===== src/logic/mdc_pkg.sv =====
// Purpose: shared constants for the motor driver control register bank
// Assumes: 8-bit registers, 6-bit register address from the frame decoder
// Notes: offsets, field positions, keys and reset values are defined here; the register bank and bench also repeat some as literals
package mdc_pkg;
   localparam int ADDR_W = 6;
   localparam int DATA_W = 8;

   // register offsets
   localparam logic [5:0] OFS_CONTROL_LOCK = 6'h03;
   localparam logic [5:0] OFS_DRIVE_CONFIGURATION = 6'h04;
   localparam logic [5:0] OFS_PROTECTION_REPORTING = 6'h05;

   // reset values
   localparam logic [7:0] RST_CONTROL_LOCK = 8'h00;
   localparam logic [7:0] RST_DRIVE_CONFIGURATION = 8'h60;
   localparam logic [7:0] RST_PROTECTION_REPORTING = 8'h46;

   // control_lock fields
   localparam int LOCK_LSB = 0;
   localparam int LOCK_W = 3;
   localparam logic [2:0] LOCK_KEY_UNLOCK = 3'h3;
   localparam logic [2:0] LOCK_KEY_LOCK = 3'h6;

   // drive_configuration fields
   localparam int DRV_RSVD_LSB = 6;
   localparam int DRV_SDO_BIT = 5;
   localparam int DRV_SLEW_LSB = 3;
   localparam int DRV_SCHEME_LSB = 1;
   localparam int DRV_CLEAR_BIT = 0;

   // protection_reporting fields
   localparam int PRT_RSVD_BIT = 7;
   localparam int PRT_RSVD_HI_BIT = 6;
   localparam int PRT_RSVD_LO_BIT = 5;
   localparam int PRT_DUTY_RATE_BIT = 4;
   localparam int PRT_OV_SEL_BIT = 3;
   localparam int PRT_OV_ON_BIT = 2;
   localparam int PRT_SER_OFF_BIT = 1;
   localparam int PRT_OTW_ON_BIT = 0;

   // slew codes, V/us: 25, 50, 125, 200
   localparam logic [1:0] SLEW_25 = 2'h0;
   localparam logic [1:0] SLEW_50 = 2'h1;
   localparam logic [1:0] SLEW_125 = 2'h2;
   localparam logic [1:0] SLEW_200 = 2'h3;

   typedef enum logic [1:0] {
      MDC_SCHEME_SIX,
      MDC_SCHEME_SIX_ILIM,
      MDC_SCHEME_THREE,
      MDC_SCHEME_THREE_ILIM
   } mdc_scheme_e;

   localparam int SYNC_STAGES = 3;
endpackage


===== src/logic/mdc_sync3.sv =====
// Purpose: three-stage synchroniser with agreement filter for pin inputs
// Assumes: inputs asynchronous to clk_sys_i
// Notes: output moves only when stages two and three agree
`timescale 1ns/1ns
module mdc_sync3 #(
   parameter int WIDTH = 1,
   parameter logic [WIDTH-1:0] RESET_VAL = '0
) (
   // clock and reset
   input wire logic clk_sys_i,
   input wire logic reset_i,
   // pins in, filtered level out
   input wire logic [WIDTH-1:0] async_i,
   output logic [WIDTH-1:0] level_o
);
   logic [WIDTH-1:0] stage1_reg;
   logic [WIDTH-1:0] stage2_reg;
   logic [WIDTH-1:0] stage3_reg;

   always_ff @(posedge clk_sys_i) begin
      if (reset_i) begin
         stage1_reg <= RESET_VAL;
         stage2_reg <= RESET_VAL;
         stage3_reg <= RESET_VAL;
      end else begin
         stage1_reg <= async_i;
         stage2_reg <= stage1_reg;
         stage3_reg <= stage2_reg;
      end
   end

   // stage one feeds stage two only, never the filter
   genvar gi;
   generate
      for (gi = 0; gi < WIDTH; gi++) begin : g_bit
         always_ff @(posedge clk_sys_i) begin
            if (reset_i) begin
               level_o[gi] <= RESET_VAL[gi];
            end else if (stage2_reg[gi] == stage3_reg[gi]) begin
               level_o[gi] <= stage3_reg[gi];
            end
         end
      end
   endgenerate
endmodule // mdc_sync3


===== src/logic/mdc_fault_report.sv =====
// Purpose: drives the open-drain fault indicator pin from fault sources
// Assumes: all inputs already in the clk_sys_i domain
// Notes: pin is pulled low while oe is high; released otherwise
`timescale 1ns/1ns
module mdc_fault_report (
   // clock and reset
   input wire logic clk_sys_i,
   input wire logic reset_i,
   // fault sources
   input wire logic driver_fault_i,
   input wire logic overtemp_warning_i,
   input wire logic serial_fault_any_i,
   // reporting controls
   input wire logic serial_fault_report_off_i,
   input wire logic overtemp_warning_report_on_i,
   // open-drain pin
   output logic fault_indicator_pin_o,
   output logic fault_indicator_pin_oe_o
);
   logic assert_next;

   always_comb begin
      assert_next = driver_fault_i;
      if (serial_fault_any_i && !serial_fault_report_off_i) begin
         assert_next = 1'b1;
      end
      if (overtemp_warning_i && overtemp_warning_report_on_i) begin
         assert_next = 1'b1;
      end
   end

   assign fault_indicator_pin_o = 1'b0;

   always_ff @(posedge clk_sys_i) begin
      if (reset_i) begin
         fault_indicator_pin_oe_o <= 1'b0;
      end else begin
         fault_indicator_pin_oe_o <= assert_next;
      end
   end
endmodule // mdc_fault_report


===== src/logic/mdc_control_regs.sv =====
// Purpose: lock, drive configuration and protection registers of the
//    motor driver, written by the serial frame decoder
// Assumes: each decoded write arrives as one atomic strobe with full data
// Notes: reads return registered data one cycle after the read strobe
`timescale 1ns/1ns
module mdc_control_regs #(
   parameter int ADDR_W = mdc_pkg::ADDR_W
) (
   // clock and reset
   input wire logic clk_sys_i,
   input wire logic reset_i,
   // register access from the serial frame decoder
   input wire logic reg_wr_i,
   input wire logic reg_rd_i,
   input wire logic [ADDR_W-1:0] reg_addr_i,
   input wire logic [7:0] reg_wdata_i,
   output logic [7:0] reg_rdata_o,
   output logic reg_rvalid_o,
   // serial interface fault events from the frame decoder
   input wire logic serial_clock_framing_event_i,
   input wire logic serial_parity_event_i,
   input wire logic serial_address_event_i,
   // asynchronous fault levels from the power stage
   input wire logic driver_fault_i,
   input wire logic overtemp_warning_i,
   // configuration outputs
   output logic serial_out_drive_select_o,
   output logic [1:0] slew_select_o,
   output logic [1:0] input_scheme_o,
   output logic full_duty_rate_40k_o,
   output logic overvoltage_threshold_select_o,
   output logic overvoltage_protect_on_o,
   output logic registers_locked_o,
   output logic latched_fault_clear_o,
   // latched serial fault status
   output logic serial_clock_framing_flag_o,
   output logic serial_parity_flag_o,
   output logic serial_address_flag_o,
   // open-drain fault indicator pin
   output logic fault_indicator_pin_o,
   output logic fault_indicator_pin_oe_o
);
   localparam logic [ADDR_W-1:0] A_LOCK =
      ADDR_W'(mdc_pkg::OFS_CONTROL_LOCK);
   localparam logic [ADDR_W-1:0] A_DRIVE =
      ADDR_W'(mdc_pkg::OFS_DRIVE_CONFIGURATION);
   localparam logic [ADDR_W-1:0] A_PROT =
      ADDR_W'(mdc_pkg::OFS_PROTECTION_REPORTING);
   localparam logic [7:0] DRV_RST = mdc_pkg::RST_DRIVE_CONFIGURATION;
   localparam logic [7:0] PRT_RST = mdc_pkg::RST_PROTECTION_REPORTING;
   localparam logic [7:0] LCK_RST = mdc_pkg::RST_CONTROL_LOCK;

   // write decode
   logic wr_lock;
   logic wr_drive;
   logic wr_prot;

   // stored state
   logic [2:0] lock_field_reg;
   logic locked_reg;
   logic [1:0] drive_rsvd_reg;
   logic sdo_push_pull_reg;
   logic [1:0] slew_reg;
   mdc_pkg::mdc_scheme_e scheme_reg;
   logic clear_pulse_reg;
   logic [6:0] prot_reg;
   logic framing_flag_reg;
   logic parity_flag_reg;
   logic address_flag_reg;
   logic [7:0] rdata_next;

   // next values, held unless their write (a read for reg_rdata_next) is taken; clear_next and reg_rvalid_next only pulse
   logic [2:0] lock_field_next;
   logic locked_next;
   logic [1:0] drive_rsvd_next;
   logic sdo_push_pull_next;
   logic [1:0] slew_next;
   mdc_pkg::mdc_scheme_e scheme_next;
   logic clear_next;
   logic [6:0] prot_next;
   logic [7:0] reg_rdata_next;
   logic reg_rvalid_next;

   // synchronised pin levels
   logic [1:0] pin_level;

   // locked writes to drive and protection are dropped at the decode, so nothing else sees them; lock offset writes still pass
   always_comb begin
      wr_lock = 1'b0;
      wr_drive = 1'b0;
      wr_prot = 1'b0;
      if (!reg_wr_i) begin
         wr_lock = 1'b0;
      end else if (reg_addr_i == A_LOCK) begin
         wr_lock = 1'b1;
      end else if (reg_addr_i == A_DRIVE) begin
         wr_drive = !locked_reg;
      end else if (reg_addr_i == A_PROT) begin
         wr_prot = !locked_reg;
      end
   end

   // lock field holds the last atomic write, whatever the key
   always_comb begin
      lock_field_next = lock_field_reg;
      if (wr_lock) begin
         lock_field_next = reg_wdata_i[mdc_pkg::LOCK_W-1:0];
      end
   end

   always_ff @(posedge clk_sys_i) begin
      if (reset_i) begin
         lock_field_reg <= LCK_RST[mdc_pkg::LOCK_W-1:0];
      end else begin
         lock_field_reg <= lock_field_next;
      end
   end

   always_ff @(posedge clk_sys_i) begin
      if (reset_i) begin
         locked_reg <= 1'b0;
      end else begin
         locked_reg <= locked_next;
      end
   end

   // keys act only on a write to the lock offset
   always_comb begin
      locked_next = locked_reg;
      if (wr_lock) begin
         if (reg_wdata_i[2:0] == mdc_pkg::LOCK_KEY_LOCK) begin
            locked_next = 1'b1;
         end else if (reg_wdata_i[2:0] == mdc_pkg::LOCK_KEY_UNLOCK) begin
            locked_next = 1'b0;
         end
         // any other value leaves the state as it was
      end
   end

   // drive fields load whole on a taken write
   always_comb begin
      drive_rsvd_next = drive_rsvd_reg;
      sdo_push_pull_next = sdo_push_pull_reg;
      slew_next = slew_reg;
      scheme_next = scheme_reg;
      if (wr_drive) begin
         drive_rsvd_next = reg_wdata_i[mdc_pkg::DRV_RSVD_LSB +: 2];
         sdo_push_pull_next = reg_wdata_i[mdc_pkg::DRV_SDO_BIT];
         slew_next = reg_wdata_i[mdc_pkg::DRV_SLEW_LSB +: 2];
         scheme_next = mdc_pkg::mdc_scheme_e'(
            reg_wdata_i[mdc_pkg::DRV_SCHEME_LSB +: 2]);
      end
   end

   // drive configuration fields
   always_ff @(posedge clk_sys_i) begin
      if (reset_i) begin
         drive_rsvd_reg <= DRV_RST[7:6];
         sdo_push_pull_reg <= DRV_RST[mdc_pkg::DRV_SDO_BIT];
         slew_reg <= DRV_RST[4:3];
         scheme_reg <= mdc_pkg::mdc_scheme_e'(DRV_RST[2:1]);
      end else begin
         drive_rsvd_reg <= drive_rsvd_next;
         sdo_push_pull_reg <= sdo_push_pull_next;
         slew_reg <= slew_next;
         scheme_reg <= scheme_next;
      end
   end

   // one-cycle clear command; a written 0 issues nothing
   assign clear_next = wr_drive && reg_wdata_i[mdc_pkg::DRV_CLEAR_BIT];

   always_ff @(posedge clk_sys_i) begin
      if (reset_i) begin
         clear_pulse_reg <= 1'b0;
      end else begin
         clear_pulse_reg <= clear_next;
      end
   end

   always_comb begin
      prot_next = prot_reg;
      if (wr_prot) begin
         prot_next = reg_wdata_i[6:0];
      end
   end

   // protection and reporting, bit 7 is not stored
   always_ff @(posedge clk_sys_i) begin
      if (reset_i) begin
         prot_reg <= PRT_RST[6:0];
      end else begin
         prot_reg <= prot_next;
      end
   end

   // latched serial faults: a new event beats a clear in the same cycle
   always_ff @(posedge clk_sys_i) begin
      if (reset_i) begin
         framing_flag_reg <= 1'b0;
      end else if (serial_clock_framing_event_i) begin
         framing_flag_reg <= 1'b1;
      end else if (clear_pulse_reg) begin
         framing_flag_reg <= 1'b0;
      end
   end

   always_ff @(posedge clk_sys_i) begin
      if (reset_i) begin
         parity_flag_reg <= 1'b0;
      end else if (serial_parity_event_i) begin
         parity_flag_reg <= 1'b1;
      end else if (clear_pulse_reg) begin
         parity_flag_reg <= 1'b0;
      end
   end

   always_ff @(posedge clk_sys_i) begin
      if (reset_i) begin
         address_flag_reg <= 1'b0;
      end else if (serial_address_event_i) begin
         address_flag_reg <= 1'b1;
      end else if (clear_pulse_reg) begin
         address_flag_reg <= 1'b0;
      end
   end

   // readback; unmapped offsets return zero
   always_comb begin
      rdata_next = 8'h00;
      if (reg_addr_i == A_LOCK) begin
         rdata_next = {5'h00, lock_field_reg};
      end else if (reg_addr_i == A_DRIVE) begin
         rdata_next = {drive_rsvd_reg, sdo_push_pull_reg, slew_reg,
            scheme_reg, 1'b0};
      end else if (reg_addr_i == A_PROT) begin
         rdata_next = {1'b0, prot_reg};
      end
   end

   // data is caught only on a read, so it holds until the next one
   always_comb begin
      reg_rdata_next = reg_rdata_o;
      if (reg_rd_i) begin
         reg_rdata_next = rdata_next;
      end
   end

   assign reg_rvalid_next = reg_rd_i;

   always_ff @(posedge clk_sys_i) begin
      if (reset_i) begin
         reg_rdata_o <= 8'h00;
      end else begin
         reg_rdata_o <= reg_rdata_next;
      end
   end

   always_ff @(posedge clk_sys_i) begin
      if (reset_i) begin
         reg_rvalid_o <= 1'b0;
      end else begin
         reg_rvalid_o <= reg_rvalid_next;
      end
   end

   // power stage levels cross from outside the clock domain
   mdc_sync3 #(
      .WIDTH(2),
      .RESET_VAL(2'h0)
   ) u_pin_sync (
      .clk_sys_i(clk_sys_i),
      .reset_i(reset_i),
      .async_i({overtemp_warning_i, driver_fault_i}),
      .level_o(pin_level)
   );

   // fault pin sources and their reporting controls
   logic serial_fault_any;
   logic serial_report_off;
   logic overtemp_report_on;
   assign serial_fault_any = framing_flag_reg | parity_flag_reg |
      address_flag_reg;
   assign serial_report_off = prot_reg[mdc_pkg::PRT_SER_OFF_BIT];
   assign overtemp_report_on = prot_reg[mdc_pkg::PRT_OTW_ON_BIT];

   mdc_fault_report u_fault_report (
      .clk_sys_i(clk_sys_i),
      .reset_i(reset_i),
      .driver_fault_i(pin_level[0]),
      .overtemp_warning_i(pin_level[1]),
      .serial_fault_any_i(serial_fault_any),
      .serial_fault_report_off_i(serial_report_off),
      .overtemp_warning_report_on_i(overtemp_report_on),
      .fault_indicator_pin_o(fault_indicator_pin_o),
      .fault_indicator_pin_oe_o(fault_indicator_pin_oe_o)
   );

   // configuration outputs straight from their flip-flops
   assign serial_out_drive_select_o = sdo_push_pull_reg;
   assign slew_select_o = slew_reg;
   assign input_scheme_o = scheme_reg;
   assign full_duty_rate_40k_o = prot_reg[mdc_pkg::PRT_DUTY_RATE_BIT];
   assign overvoltage_threshold_select_o =
      prot_reg[mdc_pkg::PRT_OV_SEL_BIT];
   assign overvoltage_protect_on_o = prot_reg[mdc_pkg::PRT_OV_ON_BIT];
   assign registers_locked_o = locked_reg;
   assign latched_fault_clear_o = clear_pulse_reg;
   assign serial_clock_framing_flag_o = framing_flag_reg;
   assign serial_parity_flag_o = parity_flag_reg;
   assign serial_address_flag_o = address_flag_reg;
endmodule // mdc_control_regs


===== config.mk =====
export PLATFORM = sky130hd
export DESIGN_NAME = mdc_control_regs
export DESIGN_NICKNAME = d
export VERILOG_FILES = /design/src/logic/mdc_pkg.sv /design/src/logic/mdc_sync3.sv /design/src/logic/mdc_fault_report.sv /design/src/logic/mdc_control_regs.sv
export SDC_FILE = /design/constraint.sdc
export NUM_CORES = 1
export LEC_CHECK = 0
export ABC_AREA = 1
export BUFFER_PORTS_ARGS = -buffer_cell sky130_fd_sc_hd__clkbuf_2
export CAP_MARGIN = 5
export CORE_MARGIN = 3
export CORE_UTILIZATION = 46
export DETAILED_ROUTE_END_ITERATION = 16
export GPL_TIMING_DRIVEN = 1
export PLACE_DENSITY = 0.85
export SYNTH_ARGS = -nofsm -noshare
export SYNTH_HDL_FRONTEND = slang
export SYNTH_SLANG_ARGS = --single-unit
export TNS_END_PERCENT = 30

===== constraint.sdc =====
create_clock -name clk_sys_i -period 1.1 [get_ports clk_sys_i]
set_clock_uncertainty 0.15 [all_clocks]
set_input_delay 0.055 -clock clk_sys_i [delete_from_list [all_inputs] [get_ports clk_sys_i]]
set_output_delay 0.055 -clock clk_sys_i [all_outputs]
set_load 0.02 [all_outputs]

; ---- Yosys cells after proc, flatten, opt, wreduce, memory -nomap -nowiden
; Index checks and enable logic that the tools add are counted.
[word_totals]
register_bits = 40
latchBits = 0
ramBits = 0
romBits = 0
in_bits = 23
out_inout_bits = 24
mem_count = 0
[classes]
n_addsub = 0
multipliers = 0
div_mod_pow = 0
n_lt_le_gt_ge = 0
n_eq_ne = 7
shifts = 0
n_mux = 20
n_bitwise = 2
n_reduce_logical = 10
[ops]
columns = operator, n
row1 = 2-to-1 mux 1 bit, 17
row2 = 2-to-1 mux 8 bit, 2
row3 = "equality test 6 x 3 -> 1 bit, second input constant", 2
row4 = nonzero test 2 bit, 4
row5 = 2-to-1 mux 7 bit, 1
row6 = "equality test 6 x 2 -> 1 bit, second input constant", 1
row7 = "equality test 3 x 2 -> 1 bit, second input constant", 1
row8 = "equality test 3 bit, second input constant", 1
row9 = logical AND 1 bit, 3
row10 = equality test 1 bit, 2
row11 = logical NOT 1 bit, 2
row12 = bitwise OR 1 bit, 2
row13 = AND reduction 2 bit, 1

; ---- Logic depth before layout (Yosys ltp)
; Gate-level depths: netlist (run 1).
[logic_depth]
depth_word = 5
depth_mapped = 8
mapped_depth_nobuf = 8

; ---- Hierarchy
; A second synthesis (run 1) with hierarchy kept.
[unflattened]
cells_unflattened = 222
area_unflattened_um2 = 1676.6
[modules_own_cells]
columns = module, n_inst, cells_each, area_per_inst_um2, seq_area_each_um2
row1 = mdc_control_regs, 1, 185, 1380.1, 620.6
row2 = mdc_sync3, 1, 27, 236.5, 160.2
row3 = mdc_fault_report, 1, 10, 60.1, 20.0

; ---- Worst setup path after synthesis (run 1)
; Ideal clock, no wire load.
[synth_path]
path_kind = reg2reg
from = register locked_reg, in the netlist registers_locked_o
to = register prot_reg[0]
t_arrival_ps = 935
path_slack_ps = -101
stages_incl_launch_ff = 5
path_buffers = 0
path_cell_list = dfxtp_1 > nor2_2 > nand3_4 > o21ai_0 > nor2_1
[synth_between]
elab_chain_cells = 5
[synth_rtl]
columns = item, line_no
row1 = from (decl), mdc_control_regs.sv:60  ; logic locked_reg;
row2 = from (signal assigned), mdc_control_regs.sv:123  ; locked_reg <= locked_next;
row3 = logical NOT 1 bit, mdc_control_regs.sv:99  ; wr_prot = !locked_reg;
row4 = 2-to-1 mux 1 bit, mdc_control_regs.sv:98  ; end else if (reg_addr_i == A_PROT) begin
row5 = 2-to-1 mux 1 bit, mdc_control_regs.sv:96  ; end else if (reg_addr_i == A_DRIVE) begin
row6 = 2-to-1 mux 1 bit, mdc_control_regs.sv:94  ; end else if (reg_addr_i == A_LOCK) begin
row7 = 2-to-1 mux 1 bit, mdc_control_regs.sv:92  ; if (!reg_wr_i) begin
row8 = to (signal assigned), mdc_control_regs.sv:191  ; prot_reg <= PRT_RST[6:0];
row9 = to (signal assigned), mdc_control_regs.sv:193  ; prot_reg <= prot_next;
row10 = to (decl), mdc_control_regs.sv:66  ; logic [6:0] prot_reg;
; Every way passes these cells.
; A chain may end at the register's enable or synchronous reset.

; ---- Worst setup path after layout (run 1)
[layout_path]
from = register locked_reg, in the netlist registers_locked_o
to = register slew_reg[1], in the netlist slew_select_o[1]
[layout_between]
elab_chain_cells = 4
[layout_rtl]
columns = item, line_no
row1 = logical NOT 1 bit, mdc_control_regs.sv:97  ; wr_drive = !locked_reg;
row2 = 2-to-1 mux 1 bit, mdc_control_regs.sv:96
row3 = 2-to-1 mux 1 bit, mdc_control_regs.sv:94
row4 = 2-to-1 mux 1 bit, mdc_control_regs.sv:92
row5 = to (signal assigned), mdc_control_regs.sv:160  ; slew_reg <= DRV_RST[4:3];
row6 = to (signal assigned), mdc_control_regs.sv:165  ; slew_reg <= slew_next;
row7 = to (decl), mdc_control_regs.sv:63  ; logic [1:0] slew_reg;
; Every way passes these cells.

==> out/results.ini, run 1 <==
[sta]
rsz0062_at_grt=true
period_needed_ns=1.176
min_period_over_period_pct=106.9
max_freq_ghz=0.8506
hold_violations=3
fin_tns_setup_ns=-0.8346
fin_ws_ns=-0.07562
maxSlewViolCount=0
fin_hold_ws_ns=-0.06091
finalSetupViolCount=15

[floorplan]
ios=47
num_rows=21
die_h_um=66.46
initial_core_util_pct=49.23
die_w_um=66.46
dieArea_sq_mm=0.004417
fp.coreArea_sq_mm=0.003416

[synthesis]
synth_top_family_by_area=simple AND/OR/NAND/NOR gates
synth_mux_area_share_pct=0
synthXorXnorAreaFrac_pct=0
yosys.area_share.adder_pct=0
synth.distinct_cells=28
syn-num-nets=244
ys_top_cells_by_area=dfxtp_1 (48%), nor2_1 (10%), nand2_1 (8.3%)
ys.flop_type=dfxtp_1
synth-seq-area-share_pct=47.62
async_reset_ff_share_pct=0
synth_compound_area_share_pct=11.68
synth_area_sq_mm=0.001682
synth_most_common_cell=nor2_1
synth_warnings=0
avgSynthCellArea_sq_um=7.609
synth_edf_count=0
synth_seq_cells=40
yosysTopAreaCell=dfxtp_1
synth_simple_gate_area_share_pct=31.62
synth_commonest_cells=nor2_1 (46), dfxtp_1 (40), nand2_1 (37)
netlist.area_leader.share_pct=47.62
synth_cells=221

[pwr]
p_leak_nw=1.140
power_density_mw_per_mm2=1074
max-vdd-ir-drop_v=0.0007817
fin_total_pwr_w=0.002549

[outcome]
violations=negative hold slack, negative setup slack
outcome=finished with violations

[drt]
wire_per_inst_um=12.79
wl_um=4347
detail-route-antenna-nets=0
routed-via-count=1658
drt-pass1-iter-count=4
drt_iter0_drc=109
routed_via_density=4.876
drc=0

[clock_network]
htreeDepth=2
cts_tree=yes
numCtsBuffers=5
max-clock-path-buffers=2
holdBufCountCts=15
ctsRootBufferMaster=clkbuf_4
cts_sinks=40
clkLatencyLatePin_ns=0.36
path_clk_slew_ns=0.11

[placed_design]
postPlaceCellArea_sq_mm=0.002006
port_buffers=45
place_ws_ns=-0.06520
globalplace.congestion=0.8068
dpl.cell_count=313
place_hpwl_um=2878

[final_layout]
regArea_sq_um=824.5
layout-drive-gt1-share_pct=36.39
area_delta_synth_final_pct=41.07
final_nets=317
fill_cells=281
largest_reg_flops=8
final_area_sq_mm=0.002372
multi_input_area_sq_um=773.2
antenna_cells=0
fin_cells=340

[global_routing]
grt_pass1_wl_um=6582
grt_use_total_pct=20.08
grt_pass1_vias=1493
antenna_found_initial=0
grt_max_degree=19
grt_overflow=0

[worst_hold_path]
min_path_type=input pin to flip-flop

[setup_path]
cp_data_required_time_ns=1.21
cp-end-kind=flip-flop
path_class=flip-flop to flip-flop
rrSetupSlack_ns=-0.08
start_kind=flip-flop
worstPathArrival_ns=1.29
crit_fanout=5

[flow_run]
drv_cap=0

## final cells by class
| type | count | area share, % |
|---|---|---|
| Clock buffer | 5 | 1.582 |
| Inverter | 30 | 5.169 |
| Sequential cell | 40 | 34.76 |
| Multi-Input combinational cell | 147 | 32.59 |
| Timing Repair Buffer | 70 | 22.94 |
| Tap cell | 46 | 2.426 |
| Clock inverter | 2 | 0.5274 |
## metrics by stage
stage | util (%) | hold slack, ns
after floorplan | - | 0.0003138
after global placement | 58.72 | 0.1014
after detailed placement | 58.72 | 0.1025
after CTS | 68.02 | -0.04884
after global routing | 69.45 | -0.03761
final | 69.45 | -0.06091
## report_power, final
part / switching [W] / internal, W / leakage (nW)
logic: 0.000183 / 0.000151 / 0.781
registers: 0.0000173 / 0.00148 / 0.332
clock network: 0.000485 / 0.000233 / 0.0271
## metal layers
layer	GRT usage (%)	wire, um	vias up
met3	6.577	315	9
met5	0	0	-
li1	-	-	838
met4	7.614	61	0
met1	22.14	1800	753
met2	35.44	2170	58
## worst max-delay path: stages (launching register included)
cell and delay [ns]:
dfxtp_2 0.36, nor2_4 0.19, nand3_4 0.17, o21ai_2 0.15
nor2_1 0.06
## logic make-up (layout without fill, tap and decap cells)
logic type,count (synthesis),in the layout
flip-flops,40,40
AND/OR/NAND/NOR,109,111
other,1,1
buffers and inverters,36,107
AO/OA/AOI/OAI,35,35
## cell usage in the layout, fill, tap and decap left out, types with 11 or more instances in the layout
cell / netlist / layout
a21oi_1: 11 / 11
dfxtp_1: 40 / 21
dlygate4sd3_1: 0 / 15
dfxtp_2: 0 / 19
clkbuf_2: 0 / 22
buf_4: 1 / 25
nand2_1: 37 / 36
nor2_1: 46 / 45
nand3_1: 11 / 11
inv_1: 27 / 27
## path summary, 6_finish.rpt
check / from / endpoint / depth (start not counted)
worst min register to register: u_pin_sync.stage1_reg[0] / u_pin_sync.stage2_reg[0] / 2
worst max-delay path: registers_locked_o / slew_select_o[1] / 4
worst max register to register: registers_locked_o / slew_select_o[1] / 4
worst min-delay path: reg_addr_i[0] / latched_fault_clear_o / 4
## repair_timing
| action | 4_1_cts | 5_1_grt |
|---|---|---|
| gates cloned | 1 | 1 |
| setup endpoints to repair | 31 | 37 |
| gates resized for setup | 43 | 35 |
| setup buffers | 3 | 0 |
| pin swaps | 0 | 6 |
| endpoints found under the hold margin | 38 | 1 |
No activity file was read; power rests on OpenSTA's default activity.
==> inputs of run 2 (changes only) <==
- CELL_PAD_IN_SITES_DETAIL_PLACEMENT: not set -> 1
- CELL_PAD_IN_SITES_GLOBAL_PLACEMENT: not set -> 2
- CORE_UTILIZATION: 46 -> 25
- PLACE_DENSITY: 0.85 -> 0.83
==> run 2 against run 1 <==
The run still ends with negative hold slack, negative setup slack left. Hold slack improved by 0.037 ns. Non-clock buffer count fell by 1. Highest routed layer unchanged. Register-to-register slack barely moved. Clock power rose by 130%. Critical endpoint is now drive_rsvd_reg[1]. Final cell count rose by 9.1%. Total power rose by 37%. Flip-flop and latch count did not move. Critical path depth did not move. Via count fell by 1.3%. Global-route usage fell by 6.9 points. Critical path type unchanged. Sequential share of layout area fell by 1.5 points.
==> out/results.ini, run 2 (synthesis results as in run 1) <==
[global_routing]
grt_pass1_vias=1669
grt_max_degree=21
antenna_found_initial=0
grt_use_total_pct=13.18
grt_overflow=0
grt_pass1_wl_um=7900

[final_layout]
layout.cells.most_common_list=nor2_1 (45), clkbuf_2 (44), nand2_1 (37)
multi_input_area_sq_um=775.7
layout-drive-gt1-share_pct=31.97
regArea_sq_um=807.0
final_area_sq_mm=0.002430
final_nets=316
antenna_cells=0
largest_reg_flops=8
area_delta_synth_final_pct=44.49
layout_commonest_cell=nor2_1
fill_cells=787
fin_cells=371
post-route-util_pct=37.83

[clock_network]
path_clk_slew_ns=0.09
clkLatencyLatePin_ns=0.30
post-cts-setup-buffer-count=0
max-clock-path-buffers=2
ctsRootBufferMaster=clkbuf_8
numCtsBuffers=5
cts_tree=yes
cts_sinks=40
htreeDepth=2

[drt]
drc=0
routed-via-count=1637
wl_um=4870
detail-route-antenna-nets=0
drt_iter0_drc=42
wire_per_inst_um=13.13
drt-pass1-iter-count=5
routed_via_density=4.412

[worst_hold_path]
whs_endpoint=reg_rdata_o[7]
hold_depth=3
hp-start=reset_i
min_path_type=input pin to flip-flop

[sta]
hold_violations=17
rsz0062_at_grt=true
fin_ws_ns=-0.07951
fin_hold_ws_ns=-0.02402
max_freq_ghz=0.8478
finalSetupViolCount=15
fin_tns_setup_ns=-0.8533
period_needed_ns=1.180
min_period_over_period_pct=107.2
maxSlewViolCount=0

[floorplan]
fp.coreArea_sq_mm=0.006422
die_w_um=88.02
num_rows=29
dieArea_sq_mm=0.007747
initial_core_util_pct=26.18
die_h_um=88.02
ios=47

[setup_path]
rr_worst_depth=4
path_class=flip-flop to flip-flop
crit_fanout=5
rr_endpoint=drive_rsvd_reg[1]
r2r-start=registers_locked_o
cp_data_required_time_ns=1.14
cp-end-kind=flip-flop
rrSetupSlack_ns=-0.08
worstPathArrival_ns=1.22
start_kind=flip-flop

[pwr]
power_density_mw_per_mm2=1440
max-vdd-ir-drop_v=0.0006410
p_leak_nw=1.169

[placed_design]
port_buffers=45
dpl.cell_count=345
place_hpwl_um=3376
postPlaceCellArea_sq_mm=0.002064
globalplace.congestion=0.7476

[outcome]
outcome=finished with violations
violations=negative hold slack, negative setup slack

[flow_run]
drv_cap=0

## run 2: cell types whose count changed in the layout (fill, tap and decap cells not counted), moves of 3 or more
| cell | before | now |
|---|---|---|
| buf_4 | 25 | 6 |
| bufinv_16 | 0 | 3 |
| clkbuf_8 | 0 | 6 |
| clkbuf_2 | 22 | 44 |
| buf_6 | 5 | 0 |
| dfxtp_2 | 19 | 5 |
| dfxtp_1 | 21 | 35 |
| clkbuf_4 | 5 | 0 |
## run 2: power breakdown
part | internal [W] | leakage (nW) | total [W] | switching, W
Sequential | 0.00148 | 0.327 | 0.00149 | 0.0000166
Combinational | 0.000140 | 0.763 | 0.000328 | 0.000188
Clock | 0.00114 | 0.0784 | 0.00168 | 0.000542
Total | 0.00275 | 1.17 | 0.00350 | 0.000746
## run 2: worst max path at each step
| stage | from | end | cells after the start |
|---|---|---|---|
| after CTS | registers_locked_o | drive_rsvd_reg[1] | 4 |
| final | registers_locked_o | drive_rsvd_reg[1] | 4 |
| after global routing | registers_locked_o | slew_select_o[0] | 5 |
| after floorplan | registers_locked_o | prot_reg[0] | 4 |
| after detailed placement | registers_locked_o | drive_rsvd_reg[1] | 4 |
| after global placement | reg_addr_i[2] | lock_field_reg[1] | 7 |
## run 2: what timing repair did
item                       in CTS  in global routing
pin swaps                       7                  5
hold endpoints to repair       30                 11
gates cloned                    2                  0
setup endpoints to repair      14                 21
resized for setup               8                 12
hold buffers                   15                  1
## run 2: area by class of cell
type | count | share of cell area, %
clock buffers | 5 | 2.832
clock inverters | 3 | 3.708
inverters | 30 | 5.046
multi-input cells | 147 | 31.93
flip-flops and latches | 40 | 33.21
well taps | 77 | 3.965
repair buffers | 69 | 19.31
## run 2: critical path, cell delays in order, from the launching register on
cell     delay (ns)
dfxtp_2        0.34
nor2_4         0.20
nand3_4        0.16
o21ai_2        0.15
nor2_1         0.06
## run 2: metal layers
metal  track usage (%)  part of all wire, %
met1             16.65                   47
met2             22.19                   47
met3             3.763                  5.4
met4             3.297                  1.3
met5                 0                    0
## run 2: through the flow
step	setup slack, ns	total power (W)
floorplan	0.002141	0.001673
global placement	-0.02745	0.001797
detailed placement	-0.07179	0.001802
CTS	-0.07092	0.003526
global route	-0.1438	0.003620
finish	-0.07951	0.003499
==> inputs of run 3 (changes only) <==
- CTS_BUF_LIST: not set -> sky130_fd_sc_hd__clkbuf_16
==> run 3 against run 2 <==
The flow still finishes with violations (negative hold slack, negative setup slack). Die area stayed put. Critical path depth stayed put. Fmax is 1.8% higher. Core utilization is 0.90 points higher. Via count is 0.31% higher. Total power is 12% higher.
==> out/results.ini, run 3 (synthesis results as in run 1) <==
[sta]
rsz0062_at_grt=true
hold_violations=1
fin_hold_ws_ns=-0.005596
period_needed_ns=1.159
fin_ws_ns=-0.05862
maxSlewViolCount=0
fin_tns_setup_ns=-0.4507
max_freq_ghz=0.8631
finalSetupViolCount=14
min_period_over_period_pct=105.3

[drt]
drt-pass1-iter-count=4
wire_per_inst_um=13.01
met1Wirelength_um=2212
highest-signal-layer=met4
drt_iter0_drc=50
routed-via-count=1642
wl_um=4827
met2RoutedLength_um=2345
drc=0
routed_via_density=4.426
wl_met3_um=248
detail-route-antenna-nets=0

[floorplan]
die_h_um=88.02
fp.coreArea_sq_mm=0.006422
num_rows=29
dieArea_sq_mm=0.007747
initial_core_util_pct=26.18
ios=47
die_w_um=88.02

[clock_network]
clkLatencyLatePin_ns=0.28
max-clock-path-buffers=2
ctsRootBufferMaster=clkbuf_16
numCtsBuffers=5
cts_sinks=40
htreeDepth=2
path_clk_slew_ns=0.06
cts_tree=yes

[pwr]
p_int_w=0.003151
clkPwrFrac_pct=53.5
switching_share_pct=19.74
max-vdd-ir-drop_v=0.0006387
pwr-share-seq_pct=38.1
p_leak_nw=1.197
power_density_mw_per_mm2=1578
comb_power_share_pct=8.4
p_switching_w=0.0007751

[final_layout]
final_nets=316
largest_reg_flops=8
area_delta_synth_final_pct=47.92
layout.cells.most_common_list=nor2_1 (46), clkbuf_2 (44), dfxtp_1 (39)
fill_cells=792
fin_cells=371
antenna_cells=0
layout_commonest_cell=nor2_1
layout-drive-gt1-share_pct=29.25

[setup_path]
path_class=flip-flop to flip-flop
worstPathArrival_ns=1.18
crit_fanout=5
cp-end-kind=flip-flop
start_kind=flip-flop
cp_data_required_time_ns=1.12

[global_routing]
grt_use_total_pct=13.16
grt_pass1_wl_um=7879
grt_overflow=0
grt_max_degree=21
grt_pass1_vias=1663
antenna_found_initial=0

[placed_design]
dpl.cell_count=345
globalplace.congestion=0.7476
place_hpwl_um=3376
port_buffers=45

[flow_run]
drv_cap=0

[worst_hold_path]
min_path_type=input pin to flip-flop

[outcome]
violations=negative hold slack, negative setup slack
outcome=finished with violations

run 3: cell types whose count changed in the layout (fill, tap and decap cells not counted):
cell            before  now
o21ai_2              3    2
clkbuf_16            0    5
dfxtp_1             35   39
dfxtp_2              5    1
dlygate4sd3_1       14   15
dlymetal6s4s_1       0    1
nor2_2               2    1
o21ai_1              6    7
nor2_1              45   46
clkbuf_8             6    1
buf_2                2    0
run 3: what timing repair did:
item                                    in CTS  in global routing
gates cloned                                 2                  0
hold buffers                                16                  0
gates resized for setup                      9                  2
pin swaps                                    8                  1
setup buffers                                0                  0
hold endpoints to repair                    23                  0
endpoints found under the setup margin      14                 17
run 3: area by class of cell:
| type | instances | area (sq um) | share of cell area [%] |
|---|---|---|---|
| Sequential cell | 40 | 802.0 | 32.24 |
| Multi-Input combinational cell | 147 | 769.5 | 30.94 |
| Inverter | 30 | 122.6 | 4.930 |
| Clock buffer | 5 | 125.1 | 5.030 |
| Clock inverter | 3 | 90.09 | 3.622 |
| Timing Repair Buffer | 69 | 481.7 | 19.37 |
| Tap cell | 77 | 96.34 | 3.873 |
run 3: final timing paths:
kind                             from                       end  depth (start not counted)  slack [ns]
max                registers_locked_o          slew_select_o[0]                          4       -0.06
max reg2reg        registers_locked_o          slew_select_o[0]                          4       -0.06
min                           reset_i            reg_rdata_o[7]                          3      -0.006
min reg2reg  u_pin_sync.stage1_reg[0]  u_pin_sync.stage2_reg[0]                          2        0.25
run 3: through the flow:
stage	util, %	total power [W]	hold WS, ns	setup WS [ns]	cell area [sq um]
4_1_cts	38.61	0.003976	0.001044	-0.06939	2480
6_report	38.73	0.003926	-0.005596	-0.05862	2487
3_5_place_dp	32.14	0.001802	0.1045	-0.07179	2064
3_3_place_gp	32.14	0.001797	0.1044	-0.02745	2064
5_1_grt	38.73	0.004065	0.01314	-0.1361	2487
2_1_floorplan	-	0.001673	0.0003138	0.002141	1688
run 3: critical path, stage by stage, from the launching register on:
cell	delay [ns]
dfxtp_2	0.33
nor2_4	0.19
nand3_4	0.16
o21ai_1	0.16
nor2_1	0.06
run 3: metal layers:
layer | global-route usage (%) | vias to the layer above
li1 | - | 837
met1 | 16.29 | 766
met2 | 22.53 | 37
met3 | 4.045 | 2
met4 | 2.885 | 0
met5 | 0 | -
run 3: power groups by stage:
stage               sequential [W]  combinational, W  clock, W
floorplan                  0.00155          0.000127         0
global placement           0.00153          0.000271         0
detailed placement         0.00153          0.000275         0
CTS                        0.00149          0.000332   0.00215
global route               0.00150          0.000363   0.00220
finish                     0.00150          0.000329   0.00210
